--- config.mk ---
export PLATFORM = sky130hd
export DESIGN_NAME = fmop_top
export DESIGN_NICKNAME = d
export VERILOG_FILES = /design/src/pkg/fmop_pkg.sv /design/src/verilog/fmop_top.sv
export SDC_FILE = /design/constraint.sdc
export NUM_CORES = 2
export LEC_CHECK = 0
export ABC_AREA = 1
export BUFFER_PORTS_ARGS = -buffer_cell sky130_fd_sc_hd__buf_2
export CELL_PAD_IN_SITES_DETAIL_PLACEMENT = 1
export CELL_PAD_IN_SITES_GLOBAL_PLACEMENT = 2
export CORE_ASPECT_RATIO = 1.4
export CORE_MARGIN = 2
export CORE_UTILIZATION = 35
export DETAILED_ROUTE_END_ITERATION = 6
export PLACE_DENSITY_LB_ADDON = 0.1
export SYNTH_ARGS = -nofsm -noshare
export SYNTH_HDL_FRONTEND = slang
export SYNTH_SLANG_ARGS = --single-unit
--- constraint.sdc ---
create_clock -name CLK_SYS -period 97.4 [get_ports CLK_SYS]
set_clock_uncertainty 0.05 [all_clocks]
set_input_delay 4.87 -clock CLK_SYS [delete_from_list [all_inputs] [get_ports CLK_SYS]]
set_output_delay 4.87 -clock CLK_SYS [all_outputs]
set_load 0.005 [all_outputs]
--- src/pkg/fmop_pkg.sv ---
/*
  Shared constants for the flow meter output processing block.
  Assumes values are unsigned fixed-point counts of full scale, FMOP_FS = 100 percent.
*/
package fmop_pkg;
  localparam int FMOP_VW = 16;
  localparam logic [15:0] FMOP_FS = 16'h2710;
  localparam logic [15:0] FMOP_WIN_HYST = 16'h0019;
  localparam logic [15:0] FMOP_MIN_SPAN = 16'h07d0;
  localparam logic [15:0] FMOP_I_4MA = 16'h0fa0;
  localparam logic [15:0] FMOP_I_SPAN = 16'h3e80;
  localparam logic [15:0] FMOP_I_HI_ERR = 16'h53fc;
  localparam logic [15:0] FMOP_I_LO_ERR = 16'h0dac;
  localparam int FMOP_CLK_MHZ = 200;
  localparam int FMOP_BACKUP_MIN = 10;
  localparam longint FMOP_BACKUP_CYC = longint'(FMOP_BACKUP_MIN) * 60 * FMOP_CLK_MHZ * 1000000;
  localparam logic [31:0] FMOP_TOT_MAX = 32'h3b9ac9ff;
  typedef enum logic [2:0] {F1_FLOW, F1_TEMP, F1_PRESET, F1_PULSE, F1_OFF} fmop_f1_t;
  typedef enum logic [3:0] {F2_FLOW, F2_TEMP, F2_PRESET, F2_QTY, F2_AFLOW, F2_ATEMP,
    F2_EXTRST, F2_OFF, F2_PULSE} fmop_f2_t;
  typedef enum logic [1:0] {FAIL_HIGH, FAIL_LOW, FAIL_FOLLOW} fmop_fail_t;
endpackage

--- src/verilog/fmop_top.sv ---
/*
  Output processing of a flow meter: damping, cut-off, limit switching,
  analog scaling, totaliser, preset counter, pulse output and simulation.
  Assumes all inputs are synchronous to CLK_SYS and SAMPLE_STB marks a new
  measurement; the persistent store is external and acts on BACKUP_STB.
*/
`timescale 1ns/1ps
// Behaviour
// - First output has five selectable functions
// - Second output has nine selectable functions
// - Switch outputs compare against limits, hysteresis/window
// - Hysteresis needs release below switch threshold
// - Moving switch threshold keeps previous gap
// - Window limits use fixed quarter-percent hysteresis
// - Analog current spans 4 to 20 mA
// - Start and end points set linear mapping
// - Analog span at least twenty percent
// - Error sends current high, low, or normal
// - Totaliser accumulates, keeps previous value, elapsed time
// - Totaliser and timer saved every ten minutes
// - Totaliser clears manually, timed, external, overflow
// - Only one output may monitor consumption
// - Pulse emitted per configured quantity step
// - Preset switch latches when quantity reached
// - Time window selects unlimited or limited period
// - Expired unswitched window restarts preset count
// - Damping time constant applies to all outputs
// - Flow below cut-off counts as zero
// - Simulation freezes totaliser, runs simulated one
// - Simulation suppresses errors, real totaliser unchanged
module fmop_top #(
  parameter int VW = fmop_pkg::FMOP_VW,
  parameter longint BACKUP_CYC = fmop_pkg::FMOP_BACKUP_CYC
) (
  input wire logic CLK_SYS,
  input wire logic RESET,
  input wire logic SAMPLE_STB,
  input wire logic [15:0] FLOW_IN,
  input wire logic [15:0] TEMP_IN,
  input wire logic SENSOR_ERROR,
  input wire logic [2:0] FIRST_OUTPUT_FUNC,
  input wire logic [3:0] SECOND_OUTPUT_FUNC,
  input wire logic WINDOW_MODE_1,
  input wire logic WINDOW_MODE_2,
  input wire logic [15:0] SWITCH_THRESHOLD,
  input wire logic SWITCH_THRESHOLD_WE,
  input wire logic [15:0] RELEASE_THRESHOLD,
  input wire logic RELEASE_THRESHOLD_WE,
  input wire logic [15:0] WINDOW_UPPER_LIMIT,
  input wire logic [15:0] WINDOW_LOWER_LIMIT,
  input wire logic [15:0] ANALOG_START_POINT,
  input wire logic [15:0] ANALOG_END_POINT,
  input wire logic [1:0] FAILURE_LEVEL_SELECT,
  input wire logic [31:0] PULSE_QUANTITY_SETTING,
  input wire logic [31:0] COUNTER_TIME_WINDOW,
  input wire logic [3:0] DAMPING_TIME,
  input wire logic [15:0] LOW_FLOW_CUTOFF,
  input wire logic MANUAL_RESET,
  input wire logic EXTERNAL_RESET_INPUT,
  input wire logic SIM_ACTIVE,
  input wire logic [15:0] SIM_FLOW,
  input wire logic RESTORE_STB,
  input wire logic [31:0] RESTORE_TOTAL,
  input wire logic [31:0] RESTORE_ELAPSED,
  output logic FIRST_OUTPUT,
  output logic FIRST_OUTPUT_OE,
  output logic SECOND_OUTPUT,
  output logic SECOND_OUTPUT_OE,
  output logic [15:0] ANALOG_CURRENT,
  output logic [15:0] DISPLAY_VALUE,
  output logic [31:0] TOTAL_VALUE,
  output logic [31:0] PREVIOUS_TOTAL,
  output logic [31:0] ELAPSED_SAMPLES,
  output logic BACKUP_STB,
  output logic [31:0] BACKUP_TOTAL,
  output logic [31:0] BACKUP_ELAPSED,
  output logic ERROR_FLAG,
  output logic CONFIG_REJECT
);

  // ----------------------------------------------------------------
  // Input conditioning
  // ----------------------------------------------------------------
  logic [15:0] flow_src;
  logic [15:0] flow_cut;
  logic [23:0] damp_acc_r;
  logic [23:0] damp_acc_nxt;
  logic [15:0] flow_damp;
  logic [23:0] tdamp_acc_r;
  logic [23:0] tdamp_acc_nxt;
  logic [15:0] temp_damp;

  assign flow_src = SIM_ACTIVE ? SIM_FLOW : FLOW_IN;
  assign flow_cut = (flow_src < LOW_FLOW_CUTOFF) ? 16'h0000 : flow_src;
  // First-order filter; the shift sets the 63% time in samples (2^DAMPING_TIME).
  assign damp_acc_nxt = damp_acc_r - (damp_acc_r >> DAMPING_TIME)
    + (24'({flow_cut, 8'h00}) >> DAMPING_TIME);
  assign tdamp_acc_nxt = tdamp_acc_r - (tdamp_acc_r >> DAMPING_TIME)
    + (24'({TEMP_IN, 8'h00}) >> DAMPING_TIME);
  assign flow_damp = damp_acc_r[23:8];
  assign temp_damp = tdamp_acc_r[23:8];

  always_ff @(posedge CLK_SYS or posedge RESET)
  begin
    if (RESET)
    begin
      damp_acc_r <= 24'h000000;
      tdamp_acc_r <= 24'h000000;
    end
    else if (SAMPLE_STB)
    begin
      damp_acc_r <= damp_acc_nxt;
      tdamp_acc_r <= tdamp_acc_nxt;
    end
  end

  // ----------------------------------------------------------------
  // Thresholds
  // ----------------------------------------------------------------
  logic [15:0] sp_r;
  logic [15:0] rp_r;
  logic [15:0] gap;
  logic [16:0] rp_moved;
  logic rp_ok;

  assign gap = sp_r - rp_r;
  assign rp_moved = {1'b0, SWITCH_THRESHOLD} - {1'b0, gap};
  assign rp_ok = RELEASE_THRESHOLD < sp_r;

  always_ff @(posedge CLK_SYS or posedge RESET)
  begin
    if (RESET)
    begin
      sp_r <= 16'h0001;
      rp_r <= 16'h0000;
    end
    else if (SWITCH_THRESHOLD_WE && !rp_moved[16] && SWITCH_THRESHOLD != 16'h0000)
    begin
      sp_r <= SWITCH_THRESHOLD;
      rp_r <= rp_moved[15:0];
    end
    else if (RELEASE_THRESHOLD_WE && rp_ok)
      rp_r <= RELEASE_THRESHOLD;
  end

  function automatic logic cmp_next(input logic cur, input logic win, input logic [15:0] v,
    input logic [15:0] sp, input logic [15:0] rp, input logic [15:0] hi, input logic [15:0] lo);
    logic inside_on;
    logic inside_off;
    inside_on = (v >= lo + fmop_pkg::FMOP_WIN_HYST) && (v + fmop_pkg::FMOP_WIN_HYST <= hi);
    inside_off = (v + fmop_pkg::FMOP_WIN_HYST < lo) || (v > hi + fmop_pkg::FMOP_WIN_HYST);
    if (win)
      cmp_next = inside_on ? 1'b1 : (inside_off ? 1'b0 : cur);
    else
      cmp_next = (v > sp) ? 1'b1 : ((v < rp) ? 1'b0 : cur);
  endfunction

  // ----------------------------------------------------------------
  // Totaliser, preset counter and pulses
  // ----------------------------------------------------------------
  logic [31:0] tot_r;
  logic [31:0] sim_tot_r;
  logic [31:0] prev_r;
  logic [31:0] elapsed_r;
  logic [31:0] preset_r;
  logic [31:0] pulse_acc_r;
  logic preset_hit_r;
  logic pulse_r;
  logic sim_d_r;
  logic [63:0] backup_cnt_r;
  logic [31:0] tot_sum;
  logic overflow;
  logic ext_sel;
  logic ext_rst;
  logic timed_rst;
  logic clear_all;
  logic [31:0] preset_sum;
  logic [31:0] pulse_sum;
  logic pulse_hit;
  logic pulse_use;
  logic preset_use;

  assign ext_sel = SECOND_OUTPUT_FUNC == fmop_pkg::F2_EXTRST;
  assign ext_rst = ext_sel && EXTERNAL_RESET_INPUT;
  assign tot_sum = tot_r + 32'(flow_damp);
  assign overflow = SAMPLE_STB && !SIM_ACTIVE && tot_sum > fmop_pkg::FMOP_TOT_MAX;
  assign timed_rst = COUNTER_TIME_WINDOW != 32'h00000000 && elapsed_r >= COUNTER_TIME_WINDOW;
  assign clear_all = MANUAL_RESET || ext_rst || overflow || (timed_rst && !preset_hit_r);
  assign preset_sum = preset_r + 32'(flow_damp);
  assign pulse_sum = pulse_acc_r + 32'(flow_damp);
  assign pulse_hit = PULSE_QUANTITY_SETTING != 32'h00000000
    && pulse_sum >= PULSE_QUANTITY_SETTING;
  assign pulse_use = FIRST_OUTPUT_FUNC == fmop_pkg::F1_PULSE
    || SECOND_OUTPUT_FUNC == fmop_pkg::F2_PULSE;
  assign preset_use = FIRST_OUTPUT_FUNC == fmop_pkg::F1_PRESET
    || SECOND_OUTPUT_FUNC == fmop_pkg::F2_PRESET;

  always_ff @(posedge CLK_SYS or posedge RESET)
  begin
    if (RESET)
    begin
      tot_r <= 32'h00000000;
      prev_r <= 32'h00000000;
      elapsed_r <= 32'h00000000;
    end
    else if (RESTORE_STB)
    begin
      tot_r <= RESTORE_TOTAL;
      elapsed_r <= RESTORE_ELAPSED;
    end
    else if (!SIM_ACTIVE && (MANUAL_RESET || ext_rst || overflow || timed_rst))
    begin
      prev_r <= tot_r;
      tot_r <= 32'h00000000;
      elapsed_r <= 32'h00000000;
    end
    else if (SAMPLE_STB && !SIM_ACTIVE)
    begin
      tot_r <= tot_sum;
      elapsed_r <= elapsed_r + 32'h00000001;
    end
  end

  always_ff @(posedge CLK_SYS or posedge RESET)
  begin
    if (RESET)
    begin
      sim_tot_r <= 32'h00000000;
      sim_d_r <= 1'b0;
    end
    else
    begin
      sim_d_r <= SIM_ACTIVE;
      if (SIM_ACTIVE && !sim_d_r)
        sim_tot_r <= 32'h00000000;
      else if (SIM_ACTIVE && SAMPLE_STB)
        sim_tot_r <= sim_tot_r + 32'(flow_damp);
    end
  end

  always_ff @(posedge CLK_SYS or posedge RESET)
  begin
    if (RESET)
    begin
      preset_r <= 32'h00000000;
      preset_hit_r <= 1'b0;
      pulse_acc_r <= 32'h00000000;
      pulse_r <= 1'b0;
    end
    else
    begin
      pulse_r <= SAMPLE_STB && pulse_use && pulse_hit;
      if (MANUAL_RESET || ext_rst || overflow)
      begin
        preset_r <= 32'h00000000;
        preset_hit_r <= 1'b0;
      end
      else if (timed_rst && !preset_hit_r)
        preset_r <= 32'h00000000;
      else if (SAMPLE_STB && preset_use)
      begin
        preset_r <= preset_sum;
        if (preset_sum >= PULSE_QUANTITY_SETTING)
          preset_hit_r <= 1'b1;
      end
      if (SAMPLE_STB && pulse_use)
        pulse_acc_r <= pulse_hit ? pulse_sum - PULSE_QUANTITY_SETTING : pulse_sum;
    end
  end

  always_ff @(posedge CLK_SYS or posedge RESET)
  begin
    if (RESET)
    begin
      backup_cnt_r <= 64'h0000000000000000;
      BACKUP_STB <= 1'b0;
      BACKUP_TOTAL <= 32'h00000000;
      BACKUP_ELAPSED <= 32'h00000000;
    end
    else
    begin
      BACKUP_STB <= backup_cnt_r == 64'(BACKUP_CYC - 1);
      backup_cnt_r <= (backup_cnt_r == 64'(BACKUP_CYC - 1)) ? 64'h0 : backup_cnt_r + 64'h1;
      if (backup_cnt_r == 64'(BACKUP_CYC - 1))
      begin
        BACKUP_TOTAL <= tot_r;
        BACKUP_ELAPSED <= elapsed_r;
      end
    end
  end

  // ----------------------------------------------------------------
  // Output selection
  // ----------------------------------------------------------------
  logic sw1_flow_r;
  logic sw1_temp_r;
  logic sw2_flow_r;
  logic sw2_temp_r;
  logic cfg_bad;
  logic span_ok;
  logic err_vis;
  logic [15:0] a_val;
  logic [15:0] a_span;
  logic [15:0] a_off;
  logic [31:0] a_prod;
  logic [15:0] a_norm;
  logic [15:0] a_cur;
  logic first_output_nxt;
  logic second_output_nxt;

  // A pulse function counts as monitoring, so both outputs may not hold one together.
  assign cfg_bad = (FIRST_OUTPUT_FUNC == fmop_pkg::F1_PRESET
    || FIRST_OUTPUT_FUNC == fmop_pkg::F1_PULSE)
    && (SECOND_OUTPUT_FUNC == fmop_pkg::F2_PRESET || SECOND_OUTPUT_FUNC == fmop_pkg::F2_QTY
    || SECOND_OUTPUT_FUNC == fmop_pkg::F2_PULSE);
  assign span_ok = ANALOG_END_POINT >= ANALOG_START_POINT
    && ANALOG_END_POINT - ANALOG_START_POINT >= fmop_pkg::FMOP_MIN_SPAN;
  assign err_vis = SENSOR_ERROR && !SIM_ACTIVE;
  assign a_val = (SECOND_OUTPUT_FUNC == fmop_pkg::F2_ATEMP) ? temp_damp : flow_damp;
  assign a_span = ANALOG_END_POINT - ANALOG_START_POINT;
  assign a_off = a_val <= ANALOG_START_POINT ? 16'h0000
    : (a_val >= ANALOG_END_POINT ? a_span : a_val - ANALOG_START_POINT);
  // A refused span holds the normal current (a_norm) at 4 mA rather than scaling by a meaningless divisor.
  assign a_prod = span_ok ? (32'(a_off) * 32'(fmop_pkg::FMOP_I_SPAN)) / 32'(a_span)
    : 32'h00000000;
  assign a_norm = fmop_pkg::FMOP_I_4MA + a_prod[15:0];
  assign a_cur = !err_vis ? a_norm
    : (FAILURE_LEVEL_SELECT == fmop_pkg::FAIL_HIGH ? fmop_pkg::FMOP_I_HI_ERR
    : (FAILURE_LEVEL_SELECT == fmop_pkg::FAIL_LOW ? fmop_pkg::FMOP_I_LO_ERR : a_norm));

  always_comb
  begin
    unique case (fmop_pkg::fmop_f1_t'(FIRST_OUTPUT_FUNC))
      fmop_pkg::F1_FLOW: first_output_nxt = sw1_flow_r;
      fmop_pkg::F1_TEMP: first_output_nxt = sw1_temp_r;
      fmop_pkg::F1_PRESET: first_output_nxt = preset_hit_r && !cfg_bad;
      fmop_pkg::F1_PULSE: first_output_nxt = pulse_r && !cfg_bad;
      default: first_output_nxt = 1'b0;
    endcase
    unique case (fmop_pkg::fmop_f2_t'(SECOND_OUTPUT_FUNC))
      fmop_pkg::F2_FLOW: second_output_nxt = sw2_flow_r;
      fmop_pkg::F2_TEMP: second_output_nxt = sw2_temp_r;
      fmop_pkg::F2_PRESET: second_output_nxt = preset_hit_r && !cfg_bad;
      fmop_pkg::F2_QTY: second_output_nxt = preset_hit_r && !cfg_bad;
      fmop_pkg::F2_PULSE: second_output_nxt = pulse_r && !cfg_bad;
      default: second_output_nxt = 1'b0;
    endcase
  end

  always_ff @(posedge CLK_SYS or posedge RESET)
  begin
    if (RESET)
    begin
      sw1_flow_r <= 1'b0;
      sw1_temp_r <= 1'b0;
      sw2_flow_r <= 1'b0;
      sw2_temp_r <= 1'b0;
    end
    else if (SAMPLE_STB)
    begin
      // Comparator state survives threshold edits, so unchanged functions do not glitch.
      sw1_flow_r <= cmp_next(sw1_flow_r, WINDOW_MODE_1, flow_damp, sp_r, rp_r,
        WINDOW_UPPER_LIMIT, WINDOW_LOWER_LIMIT);
      sw1_temp_r <= cmp_next(sw1_temp_r, WINDOW_MODE_1, temp_damp, sp_r, rp_r,
        WINDOW_UPPER_LIMIT, WINDOW_LOWER_LIMIT);
      sw2_flow_r <= cmp_next(sw2_flow_r, WINDOW_MODE_2, flow_damp, sp_r, rp_r,
        WINDOW_UPPER_LIMIT, WINDOW_LOWER_LIMIT);
      sw2_temp_r <= cmp_next(sw2_temp_r, WINDOW_MODE_2, temp_damp, sp_r, rp_r,
        WINDOW_UPPER_LIMIT, WINDOW_LOWER_LIMIT);
    end
  end

  always_ff @(posedge CLK_SYS or posedge RESET)
  begin
    if (RESET)
    begin
      FIRST_OUTPUT <= 1'b0;
      FIRST_OUTPUT_OE <= 1'b0;
      SECOND_OUTPUT <= 1'b0;
      SECOND_OUTPUT_OE <= 1'b0;
      ANALOG_CURRENT <= 16'h0000;
      DISPLAY_VALUE <= 16'h0000;
      TOTAL_VALUE <= 32'h00000000;
      PREVIOUS_TOTAL <= 32'h00000000;
      ELAPSED_SAMPLES <= 32'h00000000;
      ERROR_FLAG <= 1'b0;
      CONFIG_REJECT <= 1'b0;
    end
    else
    begin
      FIRST_OUTPUT <= first_output_nxt;
      FIRST_OUTPUT_OE <= FIRST_OUTPUT_FUNC < 3'h4;
      SECOND_OUTPUT <= second_output_nxt;
      SECOND_OUTPUT_OE <= SECOND_OUTPUT_FUNC != 4'h6 && SECOND_OUTPUT_FUNC != 4'h7
        && SECOND_OUTPUT_FUNC != 4'h4 && SECOND_OUTPUT_FUNC != 4'h5 && SECOND_OUTPUT_FUNC < 4'h9;
      ANALOG_CURRENT <= (SECOND_OUTPUT_FUNC == 4'h4 || SECOND_OUTPUT_FUNC == 4'h5)
        ? a_cur : 16'h0000;
      DISPLAY_VALUE <= flow_damp;
      TOTAL_VALUE <= SIM_ACTIVE ? sim_tot_r : tot_r;
      PREVIOUS_TOTAL <= prev_r;
      ELAPSED_SAMPLES <= elapsed_r;
      ERROR_FLAG <= err_vis;
      CONFIG_REJECT <= cfg_bad || !span_ok;
    end
  end

endmodule

==> Word level (Yosys, flattened, before mapping) <==
Index checks and enable logic that the tools add are counted.
{ "classes": {"eq_ne": 21, "n_reduce_logical": 67, "div": 1, "multipliers": 1, "order_cmp": 24, "add_sub_neg": 20, "shifts": 4, "n_mux": 44, "bitwise": 1} }
{ "ops": {"columns": ["op", "count"], "rows": [
  ["32-bit 2-to-1 mux", 13],
  ["16-bit 2-to-1 mux", 12],
  ["32-bit by 16-bit adder with 32-bit output", 4],
  ["32-bit greater-or-equal comparator", 3],
  ["16-bit less-than comparator", 6],
  ["24-bit by 4-bit >> shifter with 24-bit output", 4],
  ["16-bit by 5-bit adder with 16-bit output (second input constant)", 4],
  ["64-bit by 1-bit adder with 64-bit output (second input constant)", 1],
  ["64-bit by 37-bit equality test with 1-bit output (second input constant)", 1],
  ["16-bit greater-or-equal comparator", 4],
  ["16-bit greater-than comparator", 4],
  ["64-bit 2-to-1 mux", 1],
  ["32-bit nonzero test", 2],
  ["24-bit adder", 2],
  ["16-bit less-or-equal comparator", 3],
  ["16-bit subtractor", 3],
  ["24-bit subtractor", 2],
  ["32-bit by 1-bit adder with 32-bit output (second input constant)", 1],
  ["30-bit by 16-bit divider with 32-bit output", 1],
  ["32-bit by 30-bit greater-than comparator with 1-bit output (second input constant)", 1],
  ["32-bit subtractor", 1],
  ["1-bit logical AND", 26],
  ["16-bit by 7-bit multiplier with 23-bit output (second input constant)", 1],
  ["3-bit nonzero test", 6],
  ["other kinds (28)", 77]
]} }
{ "word_totals": {"latch_bits": 0, "regBits": 542, "ramBits": 0, "mem_bits_ro": 0, "out_inout_bits": 199, "elab_cells": 215, "in_bits": 313, "mem_count": 0} }

==> Logic depth before layout (Yosys ltp) <==
{ "logic_depth": {"word_depth": 13, "ltp_mapped": 649} }

==> Worst setup path after synthesis <==
Ideal clock, no wire load.
{ "synth_path": {"path_type": "in2reg", "startpoint": "input SECOND_OUTPUT_FUNC[2]", "endpoint": "register ANALOG_CURRENT[0]", "t_arrival_ps": 89079, "cell_stages": 608, "setup_ps": 117, "setup_slack_ps": 8154, "required_ps": 97233, "path_cell_list": "inv_1 > nor2_1 > nand2_1 > inv_1 > nand2_1 > clkbuf_1 > nand2_1 > o21ai_0 > ha_1 > fa_1 > o21ai_0 > a21oi_1 > o211ai_1 > and2_1 > clkbuf_1 > clkinv_1 > nor3_1 > fa_1 > [572 not listed] > a31oi_1 > nand3b_1 > nand2_1 > a31oi_1 > nand3_2 > clkinv_2 > nand3_1 > nor2_4 > buf_4 > o21ai_1 > ha_1 > a21oi_1 > nor2_1 > a211oi_1 > o221a_2 > nand2_1 > nor2_1 > nor2_1"} }
{ "synth_between": {"elab_chain_len": 13, "elab_cells_between_ends": 17, "classes_between": "add/sub: 2; mul: 1; div: 1; order compare: 2; eq/ne: 2; mux: 8; reduce/logical: 1"} }
{ "synth_lines": {"columns": ["item", "line_no", "rtl"], "rows": [
  ["start: declaration", "fmop_top.sv:42", "input wire logic [3:0] SECOND_OUTPUT_FUNC,"],
  ["4-bit by 3-bit equality test with 1-bit output", "fmop_top.sv:319, fmop_top.sv:396", null],
  ["16-bit 2-to-1 mux", "fmop_top.sv:319", "assign a_val = (SECOND_OUTPUT_FUNC == fmop_pkg::F2_ATEMP) ? temp_damp : flow_damp;"],
  ["16-bit subtractor or 16-bit greater-or-equal comparator (tied branches)", "fmop_top.sv:322", ": (a_val >= ANALOG_END_POINT ? a_span : a_val - ANALOG_START_POINT);"],
  ["16-bit 2-to-1 mux", "fmop_top.sv:322", null],
  ["16-bit 2-to-1 mux", "fmop_top.sv:321", "assign a_off = a_val <= ANALOG_START_POINT ? 16'h0000"],
  ["16-bit by 7-bit multiplier with 23-bit output", "fmop_top.sv:324", "assign a_prod = span_ok ? (32'(a_off) * 32'(fmop_pkg::FMOP_I_SPAN)) / 32'(a_span)"],
  ["30-bit by 16-bit divider with 32-bit output", "fmop_top.sv:324", null],
  ["16-bit 2-to-1 mux", "fmop_top.sv:324", null],
  ["12-bit by 16-bit adder with 16-bit output", "fmop_top.sv:326", "assign a_norm = fmop_pkg::FMOP_I_4MA + a_prod[15:0];"],
  ["16-bit 2-to-1 mux", "fmop_top.sv:329", ": (FAILURE_LEVEL_SELECT == fmop_pkg::FAIL_LOW ? fmop_pkg::FMOP_I_LO_ERR : a_norm));"],
  ["16-bit 2-to-1 mux", "fmop_top.sv:328", ": (FAILURE_LEVEL_SELECT == fmop_pkg::FAIL_HIGH ? fmop_pkg::FMOP_I_HI_ERR"],
  ["16-bit 2-to-1 mux", "fmop_top.sv:327", "assign a_cur = !err_vis ? a_norm"],
  ["16-bit 2-to-1 mux (*)", "fmop_top.sv:397", "? a_cur : 16'h0000;"],
  ["end signal: assignment", "fmop_top.sv:396", "ANALOG_CURRENT <= (SECOND_OUTPUT_FUNC == 4'h4 || SECOND_OUTPUT_FUNC == 4'h5)"],
  ["end: declaration", "fmop_top.sv:69", "output logic [15:0] ANALOG_CURRENT,"]
]} }
Every way passes the cells marked *; elsewhere a longest branch is shown, timed or not.
A chain may end at the register's enable or synchronous reset.

==> Worst setup path after layout <==
Same ends and word-level chain as after synthesis.

==> reports/metrics.csv <==
stage,metric,value,unit
worst_hold_path,HP Class,reg2reg,
synthesis,Yosys cell types,84,
route,wire per inst,21.89,um
die,core outline area,0.1993,sq mm
place,GPL Wtd Cong,0.9230,
finish,Syn-to-layout area delta,13.24,%
route,Vias,71740,
place,post-DP HPWL,239000,um
route,drt initial violations,2929,
critical_path,R2R cell count,566,
status,status,"complete, no violations",
critical_path,CP Max Fanout,32,
synthesis,#FFs+latches synth,542,
route,ANT nets after route,0,
die,Initial Utilization,35.15,%
synthesis,Synth async-reset ratio,100.0,%
critical_path,nature of the critical path startpoint,input pin,
synthesis,"Warnings, synthesis",0,
worst_hold_path,Hold Path Depth,0,
cts,Num Clock Sinks,542,
cts,CTS tree,done,
finish,nets,12110,
critical_path,Worst path slowest cell,fa_1,
timing,period utilization,91.23,%
critical_path,most common cell type on the critical path,nand2_1,
finish,share of layout cells above drive strength 1,11.38,%
grt,global-route wire length before repair,446800,um
critical_path,critical path type,in2reg,
grt,vias in the first global route,76250,
route,Vias/cell,5.333,
cts,"Clk pin slew, worst setup/hold paths",70,ps
die,Die H,533.3,um
die,Core Rows,194,
timing,Slew Limit Fails,0,
synthesis,"Top FF cell, synth",dfrtp_1,
synthesis,Post-synth EDFFs,0,
timing,# setup viols final,0,
grt,maximum number of pins on one net before global-route repair,149,
timing,Worst-Margin Slew,1363,ps
cts,clock root cell,clkbuf_16,
die,Ports,512,
cts,# hold bufs at CTS,0,
synthesis,synthesized area per cell,6.859,sq um
timing,f_max,0.01125,GHz
cts,Inserted Clock Buffers,69,
cts,H-tree Lvls,3,
critical_path,CP arrival,89380,ps
route,Routed WL,294500,um
route,TritonRoute pass-1 iters,6,
cts,clock latency on the worst-skew pair,710,ps
route,DRC,0,
timing,slack of the critical path,8546,ps
timing,endpoints failing hold,0,
finish,FILL cells,25550,
cts,CTS Buffer Depth,3,
place,Setup WS pre-CTS,-2080,ps
grt,GRT Util Overall,28.17,%
timing,Final Critical Period,88850,ps
synthesis,"Seq/Total Area, Yosys",19.36,%
grt,initial antenna violation count,40,
timing,Slew HR,7.970,%
die,die area,0.2038,sq mm
critical_path,Setup crit end kind,flop,
critical_path,Critical Path Max Stage Delay,620,ps
synthesis,Mapped Cells,10210,
critical_path,WP data required,97920,ps
synthesis,Mapped Area,0.07005,sq mm
grt,total grt overflow,0,
run,max_cap viols,0,
place,IO Port Bufs,511,
die,Die X,382.1,um
[cells in the final DEF, fill, tap and decap left out, drive strengths merged, types with 39 or more instances in the layout]
| cell type | Yosys | routed |
|---|---|---|
| nand2 | 2409 | 2409 |
| inv | 1468 | 1475 |
| o21ai | 990 | 990 |
| ha | 952 | 952 |
| a21oi | 749 | 750 |
| buf | 42 | 686 |
| nor2 | 665 | 670 |
| dfrtp | 541 | 541 |
| nand3 | 516 | 518 |
| xor2 | 382 | 382 |
| xnor2 | 203 | 203 |
| nand4 | 162 | 162 |
| nor3 | 125 | 125 |
| fa | 110 | 110 |
| clkbuf | 201 | 87 |
| a21o | 64 | 64 |
| o21bai | 58 | 58 |
| or2 | 57 | 57 |
| a22oi | 56 | 56 |
| nor4 | 52 | 52 |
| o211ai | 47 | 47 |
| a31oi | 39 | 39 |
[cell type report]
class                      count  area [sq um]  share of cell area (%)
multi-input combinational   7945         50320                   63.44
sequential                   542         13560                   17.10
timing repair buffer         686          3921                   4.944
timing repair inverter         1         5.005                0.006310
tap                         2646          3311                   4.174
clock buffer                  87          1924                   2.426
inverter                    1492          5704                   7.192
clock inverter                37         530.5                  0.6688
antenna                       15         37.54                 0.04732
[worst paths after layout]
check | end | startpoint | slack, ps
max in group asynchronous | tdamp_acc_r[13] | RESET | 90150
min in group asynchronous | ELAPSED_SAMPLES[11] | RESET | 4230
hold reg to reg | PREVIOUS_TOTAL[25] | prev_r[25] | 310
setup reg to reg | ANALOG_CURRENT[0] | tdamp_acc_r[13] | 12310
setup / recovery | ANALOG_CURRENT[0] | SECOND_OUTPUT_FUNC[2] | 8550
hold / removal | PREVIOUS_TOTAL[25] | prev_r[25] | 310
[flip-flops by register name, summed over array words and instances, names as in the netlist, 16 cells and up]
name / cells
BACKUP_TOTAL: 32
DISPLAY_VALUE: 16
damp_acc_r: 24
PREVIOUS_TOTAL: 32
pulse_acc_r: 32
prev_r: 32
tot_r: 32
elapsed_r: 32
rp_r: 16
ELAPSED_SAMPLES: 32
sp_r: 16
sim_tot_r: 32
tdamp_acc_r: 24
backup_cnt_r: 64
ANALOG_CURRENT: 16
TOTAL_VALUE: 32
preset_r: 32
BACKUP_ELAPSED: 32
[metrics by stage]
stage	utilization (%)	setup TNS, ps	std cells	instance area [sq um]	hold slack (ps)
final	39.80	0	13450	79320	313.0
after global routing	39.79	-341.1	13450	79300	333.3
after CTS	39.25	0	13360	78210	314.0
after detailed placement	37.97	-2959	13230	75680	312.2
after global placement	37.97	0	13230	75680	310.9
after floorplan	-	0	10210	70050	304.0
[cells in the mapped netlist (all sizes together) (12+ instances only)]
library cell / number / share of area, %
inv: 1468 / 7.9
nor4: 52 / 0.46
xnor2: 203 / 2.5
o221ai: 31 / 0.39
a21o: 64 / 0.69
a21boi: 12 / 0.13
nand4: 162 / 1.5
nand2: 2409 / 13
a32o: 15 / 0.21
clkbuf: 201 / 1.1
o21a: 37 / 0.40
a31oi: 39 / 0.35
buf: 42 / 0.47
ha: 952 / 17
nor2: 665 / 4.0
o22ai: 23 / 0.21
and2: 15 / 0.13
fa: 110 / 3.1
clkinv: 24 / 0.14
nor3: 125 / 0.90
mux2i: 12 / 0.17
o31ai: 22 / 0.24
nand3b: 25 / 0.29
xor2: 382 / 4.8
o211ai: 47 / 0.50
a21oi: 749 / 5.4
a211oi: 31 / 0.33
a22oi: 56 / 0.60
o21bai: 58 / 0.62
o21ai: 990 / 7.1
dfrtp: 541 / 19
nand3: 516 / 4.1
or2: 57 / 0.51
[per-layer routing]
layer | wire, um | share of wire (%) | GRT usage (%)
met1 | 118000 | 40 | 32.07
met2 | 150100 | 51 | 52.02
met3 | 12210 | 4.1 | 4.033
met4 | 13970 | 4.7 | 11.82
met5 | 163 | 0.055 | 0
[critical path: cells and delay by family]
kind                       cells  cell delay (ps)
xor gates and xnor gates       2              310
adders and majority gates     37            12450
and+or+nand+nor              223            25060
buffers and inverters         92             8930
AOI/OAI and AO/OA            218            37550
[kinds of logic (layout without fill, tap and decap cells)]
kind of cell / after synthesis / in the layout / synth area share, %
AOI/OAI and AO/OA: 2229 / 2230 / 17.86
xor gates and xnor gates: 585 / 585 / 7.315
adders and majority gates: 1062 / 1062 / 20.15
buffers and inverters: 1735 / 2303 / 9.583
DFF: 542 / 542 / 19.36
muxes: 14 / 14 / 0.2036
other: 1 / 17 / 0.005354
and+or+nand+nor: 4045 / 4052 / 25.52
[timing repair]
action / 4_1_cts / 5_1_grt
cloned: 1 / 8
setup endpoints to repair: 2 / 5
buffers inserted: 1 / 71
resized for setup: 14 / 137
pin swaps: 2 / 23
Power is not shown: default switching activity piles up to over one toggle a cycle in this logic, so the estimate is an artifact.
